$ cat src/shared/carr_pkg.sv
// Purpose: Shared constants and types of the counter array.
// Assumes: Registers sit on the special function register port of the core.
// Notes:   Register addresses are local to the block's address space.
package carr_pkg;
    // ************************************************************
    // Sizes and register addresses
    // ************************************************************
    localparam int         NUM_MOD          = 5;
    localparam logic [7:0] ADDR_CTRL_FLAGS  = 8'h00;
    localparam logic [7:0] ADDR_ARRAY_MODE  = 8'h01;
    localparam logic [7:0] ADDR_CNT_LO      = 8'h02;
    localparam logic [7:0] ADDR_CNT_HI      = 8'h03;
    localparam logic [7:0] ADDR_MODE_BASE   = 8'h04;
    localparam logic [7:0] ADDR_VAL_LO_BASE = 8'h09;
    localparam logic [7:0] ADDR_VAL_HI_BASE = 8'h0E;
    // ************************************************************
    // Field positions
    // ************************************************************
    localparam int CTRL_OVF_BIT     = 7;
    localparam int CTRL_RUN_BIT     = 6;
    localparam int AMODE_IDLE_BIT   = 7;
    localparam int AMODE_WDT_BIT    = 6;
    localparam int AMODE_SRC_HI_BIT = 2;
    localparam int AMODE_SRC_LO_BIT = 1;
    localparam int AMODE_OVFIE_BIT  = 0;
    localparam int PIN_EXT_CNT_BIT  = 2;
    localparam int PIN_MOD0_BIT     = 3;
    // ************************************************************
    // Reset values and cycle counts
    // ************************************************************
    localparam logic [7:0]  RST_BYTE   = 8'h00;
    localparam logic [15:0] RST_WORD   = 16'h0000;
    localparam logic [15:0] CNT_ALL_ONES = 16'hFFFF;
    localparam logic [7:0]  PIN_IDLE   = 8'hFF;
    localparam logic [3:0]  DIV_SLOW   = 4'hC;
    localparam logic [1:0]  DIV_FAST_LAST = 2'h3;

    // Count source selection.
    typedef enum logic [1:0] {
        SRC_OSC12 = 2'b00,
        SRC_OSC4  = 2'b01,
        SRC_T0    = 2'b10,
        SRC_EXT   = 2'b11
    } carr_src_type;

    // Layout of one module mode register.
    typedef struct packed {
        logic rsv;
        logic comparator_en;
        logic capture_rise_en;
        logic capture_fall_en;
        logic match_flag_en;
        logic match_toggle_en;
        logic pwm_en;
        logic module_irq_en;
    } carr_mode_type;
endpackage

$ cat src/hw/carr_top.sv
// Purpose: Counter array with five capture/compare modules and a shared time base.
// Assumes: Core drives the register port on the same clock; pins are asynchronous.
// Notes:   Read data appears one clock after the address is presented.
// ************************************************************
// ************************************************************
`timescale 1ns/100ps
module carr_top (
    input  wire logic       REF_CLK_I,
    input  wire logic       RST_N_I,
    input  wire logic [7:0] SFR_ADDR_I,
    input  wire logic       SFR_WR_I,
    input  wire logic [7:0] SFR_WDATA_I,
    output logic      [7:0] SFR_RDATA_O,
    input  wire logic       IDLE_I,
    input  wire logic       T0_OVF_I,
    input  wire logic [7:0] P1_IN_I,
    output logic      [7:0] P1_OUT_O,
    output logic      [7:0] P1_OE_O,
    output logic            IRQ_O,
    output logic            WATCHDOG_RST_O
);
    import carr_pkg::*;

    logic [7:0]         sync1_reg;
    logic [7:0]         sync2_reg;
    logic [7:0]         pin_prev_reg;
    logic [3:0]         presc_reg;
    logic [3:0]         presc_next;
    logic [15:0]        cnt_reg;
    logic [15:0]        cnt_inc;
    logic [7:0]         amode_reg;
    logic               cf_reg;
    logic               run_reg;
    logic [NUM_MOD-1:0] ccf_reg;
    logic [NUM_MOD-1:0] ccf_next;
    logic               cf_next;
    logic               irq_reg;
    logic               wdt_reg;
    logic [7:0]         rd_reg;
    logic [7:0]         rd_next;
    logic               tick_slow;
    logic               tick_fast;
    logic               ext_fall;
    logic               tick_sel;
    logic               run;
    logic               inc;
    logic               ovf;
    logic               wr_ctrl;
    logic               wr_amode;
    logic               wr_cnt_lo;
    logic               wr_cnt_hi;
    logic               cnt_wr;
    carr_src_type       src_sel;
    logic [NUM_MOD-1:0] match_evt;
    logic [NUM_MOD-1:0] cap_evt;
    logic [NUM_MOD-1:0] flag_set;
    logic [NUM_MOD-1:0] irq_en_vec;
    logic [NUM_MOD-1:0] mod_out;
    logic [NUM_MOD-1:0] mod_oe;
    logic [7:0]         mode_rd [NUM_MOD];
    logic [15:0]        val_rd  [NUM_MOD];

    // ************************************************************
    // Pin synchronisers and edge detectors
    // ************************************************************
    // Two stages per pin, then a third stage that only the edge logic compares.
    always_ff @(posedge REF_CLK_I) begin
        if (!RST_N_I) begin
            sync1_reg    <= PIN_IDLE;
            sync2_reg    <= PIN_IDLE;
            pin_prev_reg <= PIN_IDLE;
        end else begin
            sync1_reg    <= P1_IN_I;
            sync2_reg    <= sync1_reg;
            pin_prev_reg <= sync2_reg;
        end
    end

    // ************************************************************
    // Count source and time base
    // ************************************************************
    // Register strobes and count source decode.
    assign wr_ctrl   = SFR_WR_I && (SFR_ADDR_I == ADDR_CTRL_FLAGS);
    assign wr_amode  = SFR_WR_I && (SFR_ADDR_I == ADDR_ARRAY_MODE);
    assign wr_cnt_lo = SFR_WR_I && (SFR_ADDR_I == ADDR_CNT_LO);
    assign wr_cnt_hi = SFR_WR_I && (SFR_ADDR_I == ADDR_CNT_HI);
    assign cnt_wr    = wr_cnt_lo || wr_cnt_hi;
    assign src_sel   = carr_src_type'({amode_reg[AMODE_SRC_HI_BIT], amode_reg[AMODE_SRC_LO_BIT]});
    assign presc_next = (presc_reg == DIV_SLOW - 4'h1) ? 4'h0 : presc_reg + 4'h1;
    assign tick_slow = (presc_reg == DIV_SLOW - 4'h1);
    assign tick_fast = (presc_reg[1:0] == DIV_FAST_LAST);
    assign ext_fall  = pin_prev_reg[PIN_EXT_CNT_BIT] && !sync2_reg[PIN_EXT_CNT_BIT];
    assign tick_sel  = (src_sel == SRC_OSC12) ? tick_slow :
                       (src_sel == SRC_OSC4)  ? tick_fast :
                       (src_sel == SRC_T0)    ? T0_OVF_I  : ext_fall;
    assign run       = run_reg && !(IDLE_I && amode_reg[AMODE_IDLE_BIT]);
    assign inc       = run && tick_sel;
    assign cnt_inc   = cnt_reg + 16'h0001;
    assign ovf       = inc && (cnt_reg == CNT_ALL_ONES);

    // Oscillator prescaler, free running.
    always_ff @(posedge REF_CLK_I) begin
        if (!RST_N_I) begin
            presc_reg <= 4'h0;
        end else begin
            presc_reg <= presc_next;
        end
    end

    // Shared counter; a software write takes priority over a count.
    always_ff @(posedge REF_CLK_I) begin
        if (!RST_N_I) begin
            cnt_reg <= RST_WORD;
        end else if (wr_cnt_lo) begin
            cnt_reg[7:0] <= SFR_WDATA_I;
        end else if (wr_cnt_hi) begin
            cnt_reg[15:8] <= SFR_WDATA_I;
        end else if (inc) begin
            cnt_reg <= cnt_inc;
        end
    end

    // ************************************************************
    // Capture/compare modules
    // ************************************************************
    for (genvar i = 0; i < NUM_MOD; i++) begin : g_mod
        carr_mode_type mode_reg;
        logic [15:0]   val_reg;
        logic [7:0]    duty_reg;
        logic          out_reg;
        logic          rise;
        logic          fall;
        logic          wr_mode;
        logic          wr_lo;
        logic          wr_hi;
        logic          wrap_lo;

        // Decode, edges and events of this module.
        assign wr_mode = SFR_WR_I && (SFR_ADDR_I == ADDR_MODE_BASE + 8'(i));
        assign wr_lo   = SFR_WR_I && (SFR_ADDR_I == ADDR_VAL_LO_BASE + 8'(i));
        assign wr_hi   = SFR_WR_I && (SFR_ADDR_I == ADDR_VAL_HI_BASE + 8'(i));
        assign rise    = !pin_prev_reg[PIN_MOD0_BIT+i] && sync2_reg[PIN_MOD0_BIT+i];
        assign fall    = pin_prev_reg[PIN_MOD0_BIT+i] && !sync2_reg[PIN_MOD0_BIT+i];
        assign cap_evt[i]   = (mode_reg.capture_rise_en && rise) ||
                              (mode_reg.capture_fall_en && fall);
        assign match_evt[i] = inc && mode_reg.comparator_en && (cnt_inc == val_reg);
        assign flag_set[i]  = cap_evt[i] ||
                              (match_evt[i] && mode_reg.match_flag_en);
        assign wrap_lo      = inc && (cnt_reg[7:0] == CNT_ALL_ONES[7:0]);
        assign irq_en_vec[i] = mode_reg.module_irq_en;
        assign mod_out[i]   = out_reg;
        assign mod_oe[i]    = mode_reg.pwm_en || mode_reg.match_toggle_en;
        assign mode_rd[i]   = mode_reg;
        assign val_rd[i]    = val_reg;

        // Mode register and value pair; a capture wins over a software write.
        always_ff @(posedge REF_CLK_I) begin
            if (!RST_N_I) begin
                mode_reg <= carr_mode_type'(RST_BYTE);
                val_reg  <= RST_WORD;
            end else begin
                if (wr_mode) begin
                    mode_reg <= carr_mode_type'(SFR_WDATA_I);
                end
                if (cap_evt[i]) begin
                    val_reg <= cnt_reg;
                end else if (wr_lo) begin
                    val_reg[7:0] <= SFR_WDATA_I;
                end else if (wr_hi) begin
                    val_reg[15:8] <= SFR_WDATA_I;
                end
            end
        end

        // Output pin: duty compare in modulation mode, else toggle on match.
        always_ff @(posedge REF_CLK_I) begin
            if (!RST_N_I) begin
                duty_reg <= RST_BYTE;
                out_reg  <= 1'b1;
            end else begin
                if (wrap_lo) begin
                    duty_reg <= val_reg[15:8];
                end
                if (mode_reg.pwm_en) begin
                    out_reg <= (cnt_reg[7:0] >= duty_reg);
                end else if (match_evt[i] && mode_reg.match_toggle_en) begin
                    out_reg <= !out_reg;
                end
            end
        end

    end

    // ************************************************************
    // Control flags, interrupt and watchdog
    // ************************************************************
    // Hardware sets win over a software clear in the same cycle.
    assign cf_next  = (wr_ctrl ? SFR_WDATA_I[CTRL_OVF_BIT] : cf_reg) || ovf;
    assign ccf_next = (wr_ctrl ? SFR_WDATA_I[NUM_MOD-1:0] : ccf_reg) | flag_set;

    always_ff @(posedge REF_CLK_I) begin
        if (!RST_N_I) begin
            amode_reg <= RST_BYTE;
            cf_reg    <= 1'b0;
            run_reg   <= 1'b0;
            ccf_reg   <= '0;
            irq_reg   <= 1'b0;
            wdt_reg   <= 1'b0;
        end else begin
            if (wr_amode) begin
                amode_reg <= SFR_WDATA_I;
            end
            if (wr_ctrl) begin
                run_reg <= SFR_WDATA_I[CTRL_RUN_BIT];
            end
            cf_reg  <= cf_next;
            ccf_reg <= ccf_next;
            irq_reg <= (cf_reg && amode_reg[AMODE_OVFIE_BIT]) ||
                       |(ccf_reg & irq_en_vec);
            wdt_reg <= amode_reg[AMODE_WDT_BIT] && match_evt[NUM_MOD-1];
        end
    end

    // ************************************************************
    // Register read path
    // ************************************************************
    // Selects the addressed register; unused and reserved bits read zero.
    always_comb begin
        rd_next = RST_BYTE;
        case (SFR_ADDR_I)
            ADDR_CTRL_FLAGS: rd_next = {cf_reg, run_reg, 1'b0, ccf_reg};
            ADDR_ARRAY_MODE: rd_next = amode_reg & 8'hC7;
            ADDR_CNT_LO:     rd_next = cnt_reg[7:0];
            ADDR_CNT_HI:     rd_next = cnt_reg[15:8];
            default: begin
                for (int k = 0; k < NUM_MOD; k++) begin
                    if (SFR_ADDR_I == ADDR_MODE_BASE + 8'(k)) begin
                        rd_next = mode_rd[k] & 8'h7F;
                    end
                    if (SFR_ADDR_I == ADDR_VAL_LO_BASE + 8'(k)) begin
                        rd_next = val_rd[k][7:0];
                    end
                    if (SFR_ADDR_I == ADDR_VAL_HI_BASE + 8'(k)) begin
                        rd_next = val_rd[k][15:8];
                    end
                end
            end
        endcase
    end

    always_ff @(posedge REF_CLK_I) begin
        if (!RST_N_I) begin
            rd_reg <= RST_BYTE;
        end else begin
            rd_reg <= rd_next;
        end
    end

    // Output pins: module pins from bit 3 upward, count input pin never driven.
    assign SFR_RDATA_O    = rd_reg;
    assign IRQ_O          = irq_reg;
    assign WATCHDOG_RST_O = wdt_reg;
    assign P1_OUT_O       = {mod_out, 3'b000};
    assign P1_OE_O        = {mod_oe, 3'b000};
endmodule

$ cat config.mk
export PLATFORM = sky130hd
export DESIGN_NAME = carr_top
export DESIGN_NICKNAME = d
export VERILOG_FILES = /design/src/shared/carr_pkg.sv /design/src/hw/carr_top.sv
export SDC_FILE = /design/constraint.sdc
export NUM_CORES = 1
export LEC_CHECK = 0
export ABC_AREA = 1
export BUFFER_PORTS_ARGS = -buffer_cell sky130_fd_sc_hd__buf_2
export CAP_MARGIN = 10
export CORE_MARGIN = 2
export CORE_UTILIZATION = 40
export CTS_BUF_LIST = sky130_fd_sc_hd__clkbuf_8
export DETAILED_ROUTE_END_ITERATION = 7
export PLACE_DENSITY = 0.69
export SETUP_SLACK_MARGIN = 0.02
export SKIP_CTS_REPAIR_TIMING = 1
export SYNTH_ARGS = -nofsm -noshare
export SYNTH_HDL_FRONTEND = slang
export SYNTH_SLANG_ARGS = --single-unit
$ cat constraint.sdc
create_clock -name REF_CLK_I -period 2.23 [get_ports REF_CLK_I]
set_clock_uncertainty 0.15 [all_clocks]
set_input_delay 0.223 -clock REF_CLK_I [delete_from_list [all_inputs] [get_ports REF_CLK_I]]
set_output_delay 0.223 -clock REF_CLK_I [all_outputs]
set_load 0.01 [all_outputs]
==> results of run 1 <==
==> power by group through the flow <==
stage	clock network (µW)	registers [µW]	logic (µW)
3_3_place_gp	0	4140	640
6_report	4170	4050	723
2_1_floorplan	0	4110	326
5_1_grt	4410	4050	766
4_1_cts	4210	4050	647
3_5_place_dp	0	4140	644
==> layout by cell type (no fill, tap or decap), drive strengths merged, types with 5 or more instances in the layout <==
master / synthesis / layout
inv: 221 / 228
ha: 42 / 42
o21ai: 203 / 203
nand3: 99 / 99
o21bai: 7 / 7
xnor2: 11 / 11
nand4: 39 / 39
nand2: 428 / 428
clkbuf: 46 / 55
dfxtp: 220 / 220
a221oi: 17 / 17
a21oi: 214 / 214
conb: 1 / 6
clkinv: 7 / 13
nor2: 254 / 254
or2: 22 / 22
xor2: 20 / 20
nor3: 13 / 13
o2111ai: 5 / 5
dlygate4sd3: 0 / 12
a31oi: 7 / 7
buf: 18 / 288
==> through the flow <==
step / std cells / setup TNS (ns) / setup slack [ns] / hold slack [ns] / util
floorplan: 1920 / 0 / 0.0295 / 0.180 / -
global placement: 2520 / -4.32 / -0.398 / 0.246 / 0.479
detailed placement: 2520 / -6.24 / -0.398 / 0.251 / 0.479
CTS: 2591 / -6.83 / -0.431 / -0.319 / 0.507
global route: 2625 / -2.79 / -0.334 / 0.0572 / 0.543
finish: 2626 / -1.49 / -0.202 / 0.0465 / 0.543
==> per-layer routing <==
layer,vias to the layer above,track usage,wire [µm]
li1,6887,-,-
met1,6776,0.470,25100
met2,754,0.516,25300
met3,136,0.110,6840
met4,2,0.137,2230
met5,-,0,11
==> layout make-up <==
cell class / instances / area, µm²
diodes: 1 / 2.50
clock buffers: 53 / 729
clock inverters: 18 / 135
fillers: 3044 / 14000
inverters: 228 / 863
multi-input cells: 1408 / 7610
flip-flops and latches: 220 / 4430
well taps: 396 / 495
repair buffers: 302 / 2410
==> worst max path at each step <==
| stage | from | endpoint | cells past startpoint |
|---|---|---|---|
| floorplan | cnt_reg[1]$_SDFFE_PN0P_ | g_mod[4].out_reg$_SDFFE_PN1P_ | 16 |
| global placement | cnt_reg[0]$_SDFFE_PN0P_ | g_mod[1].out_reg$_SDFFE_PN1P_ | 16 |
| detailed placement | cnt_reg[0]$_SDFFE_PN0P_ | g_mod[1].out_reg$_SDFFE_PN1P_ | 16 |
| CTS | cnt_reg[0]$_SDFFE_PN0P_ | g_mod[1].out_reg$_SDFFE_PN1P_ | 16 |
| global route | cnt_reg[0]$_SDFFE_PN0P_ | g_mod[3].out_reg$_SDFFE_PN1P_ | 17 |
| finish | cnt_reg[7]$_SDFFE_PN0P_ | g_mod[3].out_reg$_SDFFE_PN1P_ | 14 |
==> worst register-to-register path: cells and delay by family, from the launching register on <==
kind / cells / cell delay (ns)
buffers and inverters: 3 / 0.46
flip-flops: 1 / 0.38
AND/OR/NAND/NOR: 11 / 1.32
==> logic make-up after synthesis <==
family,count (synthesis),synth area share
AOI/OAI and AO/OA,466,0.199
xor gates and xnor gates,31,0.0217
adders and majority gates,42,0.0420
buffers and inverters,292,0.0917
DFF,220,0.352
other,1,0.000300
and+or+nand+nor,863,0.293
==> impl_metrics.yaml, run 1 <==
status:
  outcome: "finished with violations"
  violations: "negative setup slack"
logic_synthesis:
  async_flop_share: 0
  synth_area_um2: 12500
  ys_ff_latch: 220
  synthCells: 1915
  synth_edf_count: 0
  netlist.area_leader.share: 0.352
  avgSynthCellArea_um2: 6.53
  ys_seq_area_frac: 0.352
  yosysMostFrequentCell: "nand2_1"
  ys_types: 44
  ys_dominant_reg_cell: "dfxtp_1"
  synth_area_leaders: "dfxtp_1 35%, nand2_1 12%, a21oi_1 8.5%, o21ai_0 7.9%, nor2_1 7.4%"
  synth_top_area_cell: "dfxtp_1"
  ys_top_cells_by_count: "415 x nand2_1, 246 x nor2_1, 220 x dfxtp_1, 212 x a21oi_1, 210 x inv_1"
  synth_warnings: 0
global_routing:
  grt_remaining_overflow: 0
  grt_max_degree: 100
  antenna_found_initial: 3
  grt_pass1_wl_mm: 85.1
  gr-usage-all-layers: 0.348
  grt_pass1_vias: 13500
critical_path:
  r2r_slack_ns: -0.20
  path_buf_inv: 3
  worst_path_max_delay_cell: "dfxtp_1"
  cp_top_family: "simple AND/OR/NAND/NOR gates"
  timing.rr.end: "g_mod[3].out_reg$_SDFFE_PN1P_"
  cpPeakStageDelay_ns: 0.38
  rr_startpoint: "cnt_reg[7]$_SDFFE_PN0P_"
  cp.required_ns: 2.51
  arrival_ns: 2.71
  cp_max_fo: 4
  crit_type: "reg2reg"
  critPathLaunchType: "flop"
  ff2ff_path_depth: 14
  cp_cell_sequence: "nand2_1 -> nor2_4 -> nand4_1 -> buf_4 -> buf_4 -> nand3_1 -> nand2_1 -> nor2_1 -> nand2_1 -> nor2_2 -> buf_6 -> nand4_1 -> nand3_1 -> nand3_1"
  cp-end-kind: "flop"
timing:
  fin_crit_ns: 2.43
  tightest_slew_ns: 0.722
  setup_ws_ns: -0.202
  setup_viol: 11
  timing.fmax_ghz: 0.411
  rsz0062_at_grt: "true"
  slew_headroom: 0.517
  maxSlewViolCount: 0
  finalCritPeriodShare: 1.09
  hold_viol_final: 0
cells_and_area:
  syn2layout_area_growth_pct: 33.3
  fin_area_um2: 16700
  drive_gt1_frac: 0.236
  largest_reg_flops: 80
  nets: 2272
cts:
  numCtsBuffers: 41
  cts_tree: "built"
  ctsLongestPathBuffers: 3
  clock_sinks: 220
  clkSlewWorstSetupHoldPaths_ns: 0.06
  cts-root-buf: "clkbuf_8"
  insertion_delay_ns: 0.55
  htree_levels: 2
floorplanning:
  coreArea_um2: 30700
  dieArea_um2: 32700
  io_pins: 55
  start_util: 0.408
  die_h_um: 181
  die_w_um: 181
  rows: 64
worst_hold_path:
  hp-start: "SFR_WDATA_I[5]"
  min_to: "g_mod[4].mode_reg[5]$_SDFFE_PN0P_"
  min_path_type: "in2reg"
  min_path_cells: 4
pwr:
  peakVddDrop_mv: 0.478
  swShare: 0.264
  power.leakage_uw: 0.00703
  intPower_uw: 6580
  finalPower_uw: 8950
  seq_power_share: 0.453
  clkPwrFrac: 0.466
  power_density_nw_per_um2: 537
  p_comb_frac: 0.081
  switching_power_uw: 2370
detailed_routing:
  vias_per_cell: 5.54
  wl_per_cell_um: 22.6
  ant_nets: 0
  drt-total-wl_mm: 59.4
  via_count: 14600
  drt_pass1_iterations: 6
  dr.first_iter.drc_count: 1707
  drcViolationCount: 0
place:
  dpl_cell_area_um2: 14700
  dpl.hpwl_mm: 45.5
  io_buffers: 46
  gp_congestion: 1.05
job:
  drv_cap: 0
(Power assumes the default switching activity.)
==> run 2: changes to the inputs <==
Settings changed: CAP_MARGIN 10 to default, HOLD_SLACK_MARGIN from default to 0.08.
==> impl_metrics.yaml, run 2 (synthesis results as in run 1) <==
cts:
  htree_levels: 2
  cts-root-buf: "clkbuf_8"
  numCtsBuffers: 41
  clock_sinks: 220
  ctsLongestPathBuffers: 3
  cts_tree: "built"
  insertion_delay_ns: 0.55
  clkSlewWorstSetupHoldPaths_ns: 0.06
timing:
  slew_headroom: 0.508
  rsz0062_at_grt: "true"
  tightest_slew_ns: 0.735
  setup_viol: 11
  setup_ws_ns: -0.202
  finalSetupTns_ns: -1.39
  hold_viol_final: 0
  fin_crit_ns: 2.43
  timing.fmax_ghz: 0.411
  maxSlewViolCount: 0
  finalCritPeriodShare: 1.09
cells_and_area:
  final_common_cell: "nand2_1"
  fillerInstances: 3038
  final_cell_mix: "392 x nand2_1, 227 x nor2_1, 213 x inv_1"
  syn2layout_area_growth_pct: 33.4
  largest_reg_flops: 80
  final_util: 0.544
  nets: 2274
  drive_gt1_frac: 0.236
  stdcell_count: 2628
  fin_area_um2: 16700
global_routing:
  gr-usage-met2: 0.516
  use_met1: 0.470
  antenna_found_initial: 3
  busiest_layer: "met2"
  grt_pass1_vias: 13500
  grt_max_degree: 100
  grt_pass1_wl_mm: 85.1
  gr-usage-all-layers: 0.348
  grt_remaining_overflow: 0
  met3_usage: 0.110
detailed_routing:
  ant_nets: 0
  dr.first_iter.drc_count: 1683
  drt_pass1_iterations: 6
  via_count: 14600
  drcViolationCount: 0
  wl_per_cell_um: 22.6
  vias_per_cell: 5.55
  drt-total-wl_mm: 59.3
pwr:
  switching_power_uw: 2360
  seq_power_share: 0.453
  peakVddDrop_mv: 0.477
  swShare: 0.264
  intPower_uw: 6590
  p_comb_frac: 0.081
  power.leakage_uw: 0.00704
  power_density_nw_per_um2: 536
  clkPwrFrac: 0.466
place:
  dpl.hpwl_mm: 45.5
  dpl_cell_area_um2: 14700
  gp_congestion: 1.05
  place_inst: 2520
  io_buffers: 46
critical_path:
  path_buf_inv: 1
  cp_top_family: "simple AND/OR/NAND/NOR gates"
  rr_startpoint: "cnt_reg[0]$_SDFFE_PN0P_"
  crit_start: "cnt_reg[0]$_SDFFE_PN0P_"
  worst_path_max_delay_cell: "dfxtp_4"
  cpMostUsedCell: "nand2_4"
  cp_cell_sequence: "ha_4 -> nand2_4 -> nor2_4 -> nand2_4 -> nor2_4 -> nand3_2 -> nand2_2 -> nand2_4 -> nand2_2 -> nand2_1 -> nor2_1 -> nand2_1 -> nor2_2 -> buf_6 -> nand4_1 -> nand3_1 -> nand3_1"
  cp.required_ns: 2.50
  cp-end-kind: "flop"
  arrival_ns: 2.71
  crit_type: "reg2reg"
  critPathLaunchType: "flop"
  cp_max_fo: 4
  cpPeakStageDelay_ns: 0.37
floorplanning:
  coreArea_um2: 30700
  dieArea_um2: 32700
  die_w_um: 181
  io_pins: 55
  die_h_um: 181
  start_util: 0.408
  rows: 64
worst_hold_path:
  hp-start: "RST_N_I"
  min_path_type: "in2reg"
status:
  violations: "negative setup slack"
  outcome: "finished with violations"
job:
  drv_cap: 0
run 2: cell count changes in the layout (fill, tap and decap cells not counted):
cell | before | now
dlygate4sd3_1 | 12 | 14
run 2: power groups by stage:
stage,Clock [µW],Sequential (µW),Combinational [µW]
6_report,4170,4050,724
5_1_grt,4410,4050,768
4_1_cts,4210,4050,647
3_5_place_dp,0,4140,644
3_3_place_gp,0,4140,640
2_1_floorplan,0,4110,326
run 2: worst paths after layout:
path                                   endpoint  slack, ns  cells past startpoint
hold reg to reg         sync2_reg[4]$_SDFF_PN1_       0.27                      1
setup / recovery  g_mod[3].out_reg$_SDFFE_PN1P_      -0.20                     17
setup reg to reg  g_mod[3].out_reg$_SDFFE_PN1P_      -0.20                     17
hold / removal       pin_prev_reg[2]$_SDFF_PN1_       0.08                      3
run 2: area by class of cell:
type,instances,area (µm²),share of cell area
well taps,396,495,0.0297
flip-flops and latches,220,4430,0.265
clock buffers,53,729,0.0437
diodes,1,2.50,0.000150
repair buffers,304,2430,0.145
multi-input cells,1408,7610,0.456
clock inverters,18,135,0.00810
inverters,228,863,0.0517
run 2: per-stage QoR:
step / worst slack [ns] / power (µW) / hold WS [ns]
floorplan: 0.0295 / 4430 / 0.180
global placement: -0.398 / 4780 / 0.246
detailed placement: -0.398 / 4780 / 0.251
CTS: -0.431 / 8910 / -0.319
global route: -0.334 / 9230 / 0.0743
finish: -0.202 / 8950 / 0.0781
run 2: worst min-delay path: cells and delay by family:
kind          cells  cell delay, ns
buf+inv           2            0.34
simple gates      1            0.12
run 2: layer usage:
metal,up-vias,routed length [µm],share of wire
met4,6,2400,0.040
li1,6894,-,-
met3,145,7270,0.12
met1,6717,24600,0.41
met5,-,36,0.00061
met2,816,25000,0.42
==> run 3: changes to the inputs <==
==> constraint.sdc (replaced) <==
create_clock -name REF_CLK_I -period 2.23 [get_ports REF_CLK_I]
set_clock_uncertainty 0.15 [all_clocks]
set_input_delay 0.446 -clock REF_CLK_I [delete_from_list [all_inputs] [get_ports REF_CLK_I]]
set_output_delay 0.446 -clock REF_CLK_I [all_outputs]
set_load 0.01 [all_outputs]
==> impl_metrics.yaml, run 3 (synthesis results as in run 1) <==
critical_path:
  rr_startpoint: "cnt_reg[0]$_SDFFE_PN0P_"
  critPathLaunchType: "flop"
  timing.rr.end: "ccf_reg[2]$_SDFF_PN0_"
  cp-end-kind: "flop"
  r2r_slack_ns: -0.23
  crit_type: "reg2reg"
  cpMostUsedCell: "nand2_1"
  ff2ff_path_depth: 18
  arrival_ns: 2.80
  cpPeakStageDelay_ns: 0.39
  worst_path_max_delay_cell: "dfxtp_4"
  cp.required_ns: 2.57
  path_buf_inv: 4
  cp_cell_sequence: "ha_4 -> nand2_4 -> nor2_4 -> nand2_2 -> nor2_4 -> nand4_4 -> buf_6 -> nand3b_1 -> nand2_1 -> nor2_1 -> nand2_1 -> nor2_1 -> buf_4 -> buf_4 -> nand3_2 -> nand4_1 -> nand2_1 -> inv_1"
  cp_top_family: "simple AND/OR/NAND/NOR gates"
  cp_max_fo: 5
cts:
  ctsLongestPathBuffers: 3
  htree_levels: 2
  cts-root-buf: "clkbuf_8"
  numCtsBuffers: 40
  clkSlewWorstSetupHoldPaths_ns: 0.07
  cts_tree: "built"
  clock_sinks: 220
  insertion_delay_ns: 0.57
worst_hold_path:
  min_to: "cf_reg$_SDFF_PN0_"
  min_path_cells: 3
  hp-start: "SFR_WDATA_I[7]"
  min_path_type: "in2reg"
timing:
  maxSlewViolCount: 0
  tightest_slew_ns: 0.605
  timing.fmax_ghz: 0.407
  setup_viol: 11
  fin_crit_ns: 2.46
  finalHoldWorstSlack_ns: 0.112
  hold_viol_final: 0
  setup_ws_ns: -0.230
  slew_headroom: 0.596
  rsz0062_at_grt: "true"
  finalCritPeriodShare: 1.10
  finalSetupTns_ns: -1.98
cells_and_area:
  final_cell_mix: "401 x nand2_1, 232 x nor2_1, 221 x inv_1"
  largest_reg_flops: 80
  drive_gt1_frac: 0.212
  syn2layout_area_growth_pct: 29.8
  nets: 2257
  antenna_cells: 0
  fin_area_um2: 16200
  final_common_cell: "nand2_1"
  fillerInstances: 3088
pwr:
  power.leakage_uw: 0.00685
  power_density_nw_per_um2: 556
  peakVddDrop_mv: 0.578
  finalPower_uw: 9030
floorplanning:
  io_pins: 55
  coreArea_um2: 30700
  die_h_um: 181
  dieArea_um2: 32700
  die_w_um: 181
  start_util: 0.408
  rows: 64
detailed_routing:
  dr.first_iter.drc_count: 1650
  ant_nets: 0
  vias_per_cell: 5.53
  drt_pass1_iterations: 6
  drcViolationCount: 0
  wl_per_cell_um: 20.8
  drt-total-wl_mm: 54.4
  via_count: 14400
global_routing:
  grt_pass1_vias: 13400
  grt_pass1_wl_mm: 80.6
  grt_remaining_overflow: 0
  grt_max_degree: 100
  antenna_found_initial: 0
  gr-usage-all-layers: 0.323
status:
  outcome: "finished with violations"
  violations: "negative setup slack"
place:
  gp_congestion: 1.04
  dpl.hpwl_mm: 41.7
  dpl_cell_area_um2: 14800
  io_buffers: 46
job:
  drv_cap: 0
==> run 3: cell types whose count changed in the layout (fill, tap and decap cells not counted), sizes merged <==
cell,delta
dlygate4sd3,-8
buf,-8
diode,-1
inv,+4
clkinvlp,-2
o21ai,+1
clkbuf,-5
bufinv,+2
==> run 3: final cells by class <==
| type | count | area (µm²) | area share |
|---|---|---|---|
| clock inverters | 22 | 203 | 0.0125 |
| multi-input cells | 1409 | 7310 | 0.451 |
| inverters | 228 | 867 | 0.0534 |
| clock buffers | 49 | 674 | 0.0416 |
| repair buffers | 287 | 2240 | 0.138 |
| flip-flops and latches | 220 | 4430 | 0.273 |
| well taps | 396 | 495 | 0.0305 |
==> run 3: where the power goes <==
part / switching, µW / leakage (µW) / internal (µW) / total (µW)
logic: 460 / 0.00457 / 238 / 698
clock network: 1830 / 0.000492 / 2460 / 4280
registers: 64.6 / 0.00179 / 3980 / 4050
total: 2350 / 0.00685 / 6670 / 9030
==> run 3: worst register-to-register path, cell delays in order (launching register included) <==
cell and delay (ns):
dfxtp_4 0.39, ha_4 0.16, nand2_4 0.07, nor2_4 0.15
nand2_2 0.10, nor2_4 0.17, nand4_4 0.16, buf_6 0.18
nand3b_1 0.08, nand2_1 0.05, nor2_1 0.09, nand2_1 0.05
nor2_1 0.11, buf_4 0.16, buf_4 0.12, nand3_2 0.04
nand4_1 0.06, nand2_1 0.05, inv_1 0.05
==> run 3: worst max path at each step <==
stage,end,cells past startpoint,slack [ns],start
after global routing,g_mod[4].out_reg$_SDFFE_PN1P_,14,-0.40,cnt_reg[2]$_SDFFE_PN0P_
after CTS,g_mod[4].out_reg$_SDFFE_PN1P_,17,-0.62,cnt_reg[0]$_SDFFE_PN0P_
after global placement,g_mod[4].out_reg$_SDFFE_PN1P_,15,-0.46,cnt_reg[0]$_SDFFE_PN0P_
after detailed placement,g_mod[4].out_reg$_SDFFE_PN1P_,17,-0.56,cnt_reg[0]$_SDFFE_PN0P_
final,ccf_reg[2]$_SDFF_PN0_,18,-0.23,cnt_reg[0]$_SDFFE_PN0P_
after floorplan,g_mod[4].out_reg$_SDFFE_PN1P_,16,0.03,cnt_reg[1]$_SDFFE_PN0P_
==> run 3: metal layers <==
layer	vias up	global-route usage	part of all wire
met3	145	0.0655	0.097
met5	-	0	0
met1	6726	0.443	0.43
met2	707	0.506	0.43
li1	6849	-	-
met4	0	0.109	0.040
==> run 3: per-stage QoR <==
stage	instances	setup slack (ns)	util
2_1_floorplan	1920	0.0295	-
3_3_place_gp	2525	-0.457	0.483
3_5_place_dp	2525	-0.562	0.483
4_1_cts	2596	-0.623	0.512
5_1_grt	2611	-0.402	0.529
6_report	2611	-0.230	0.529
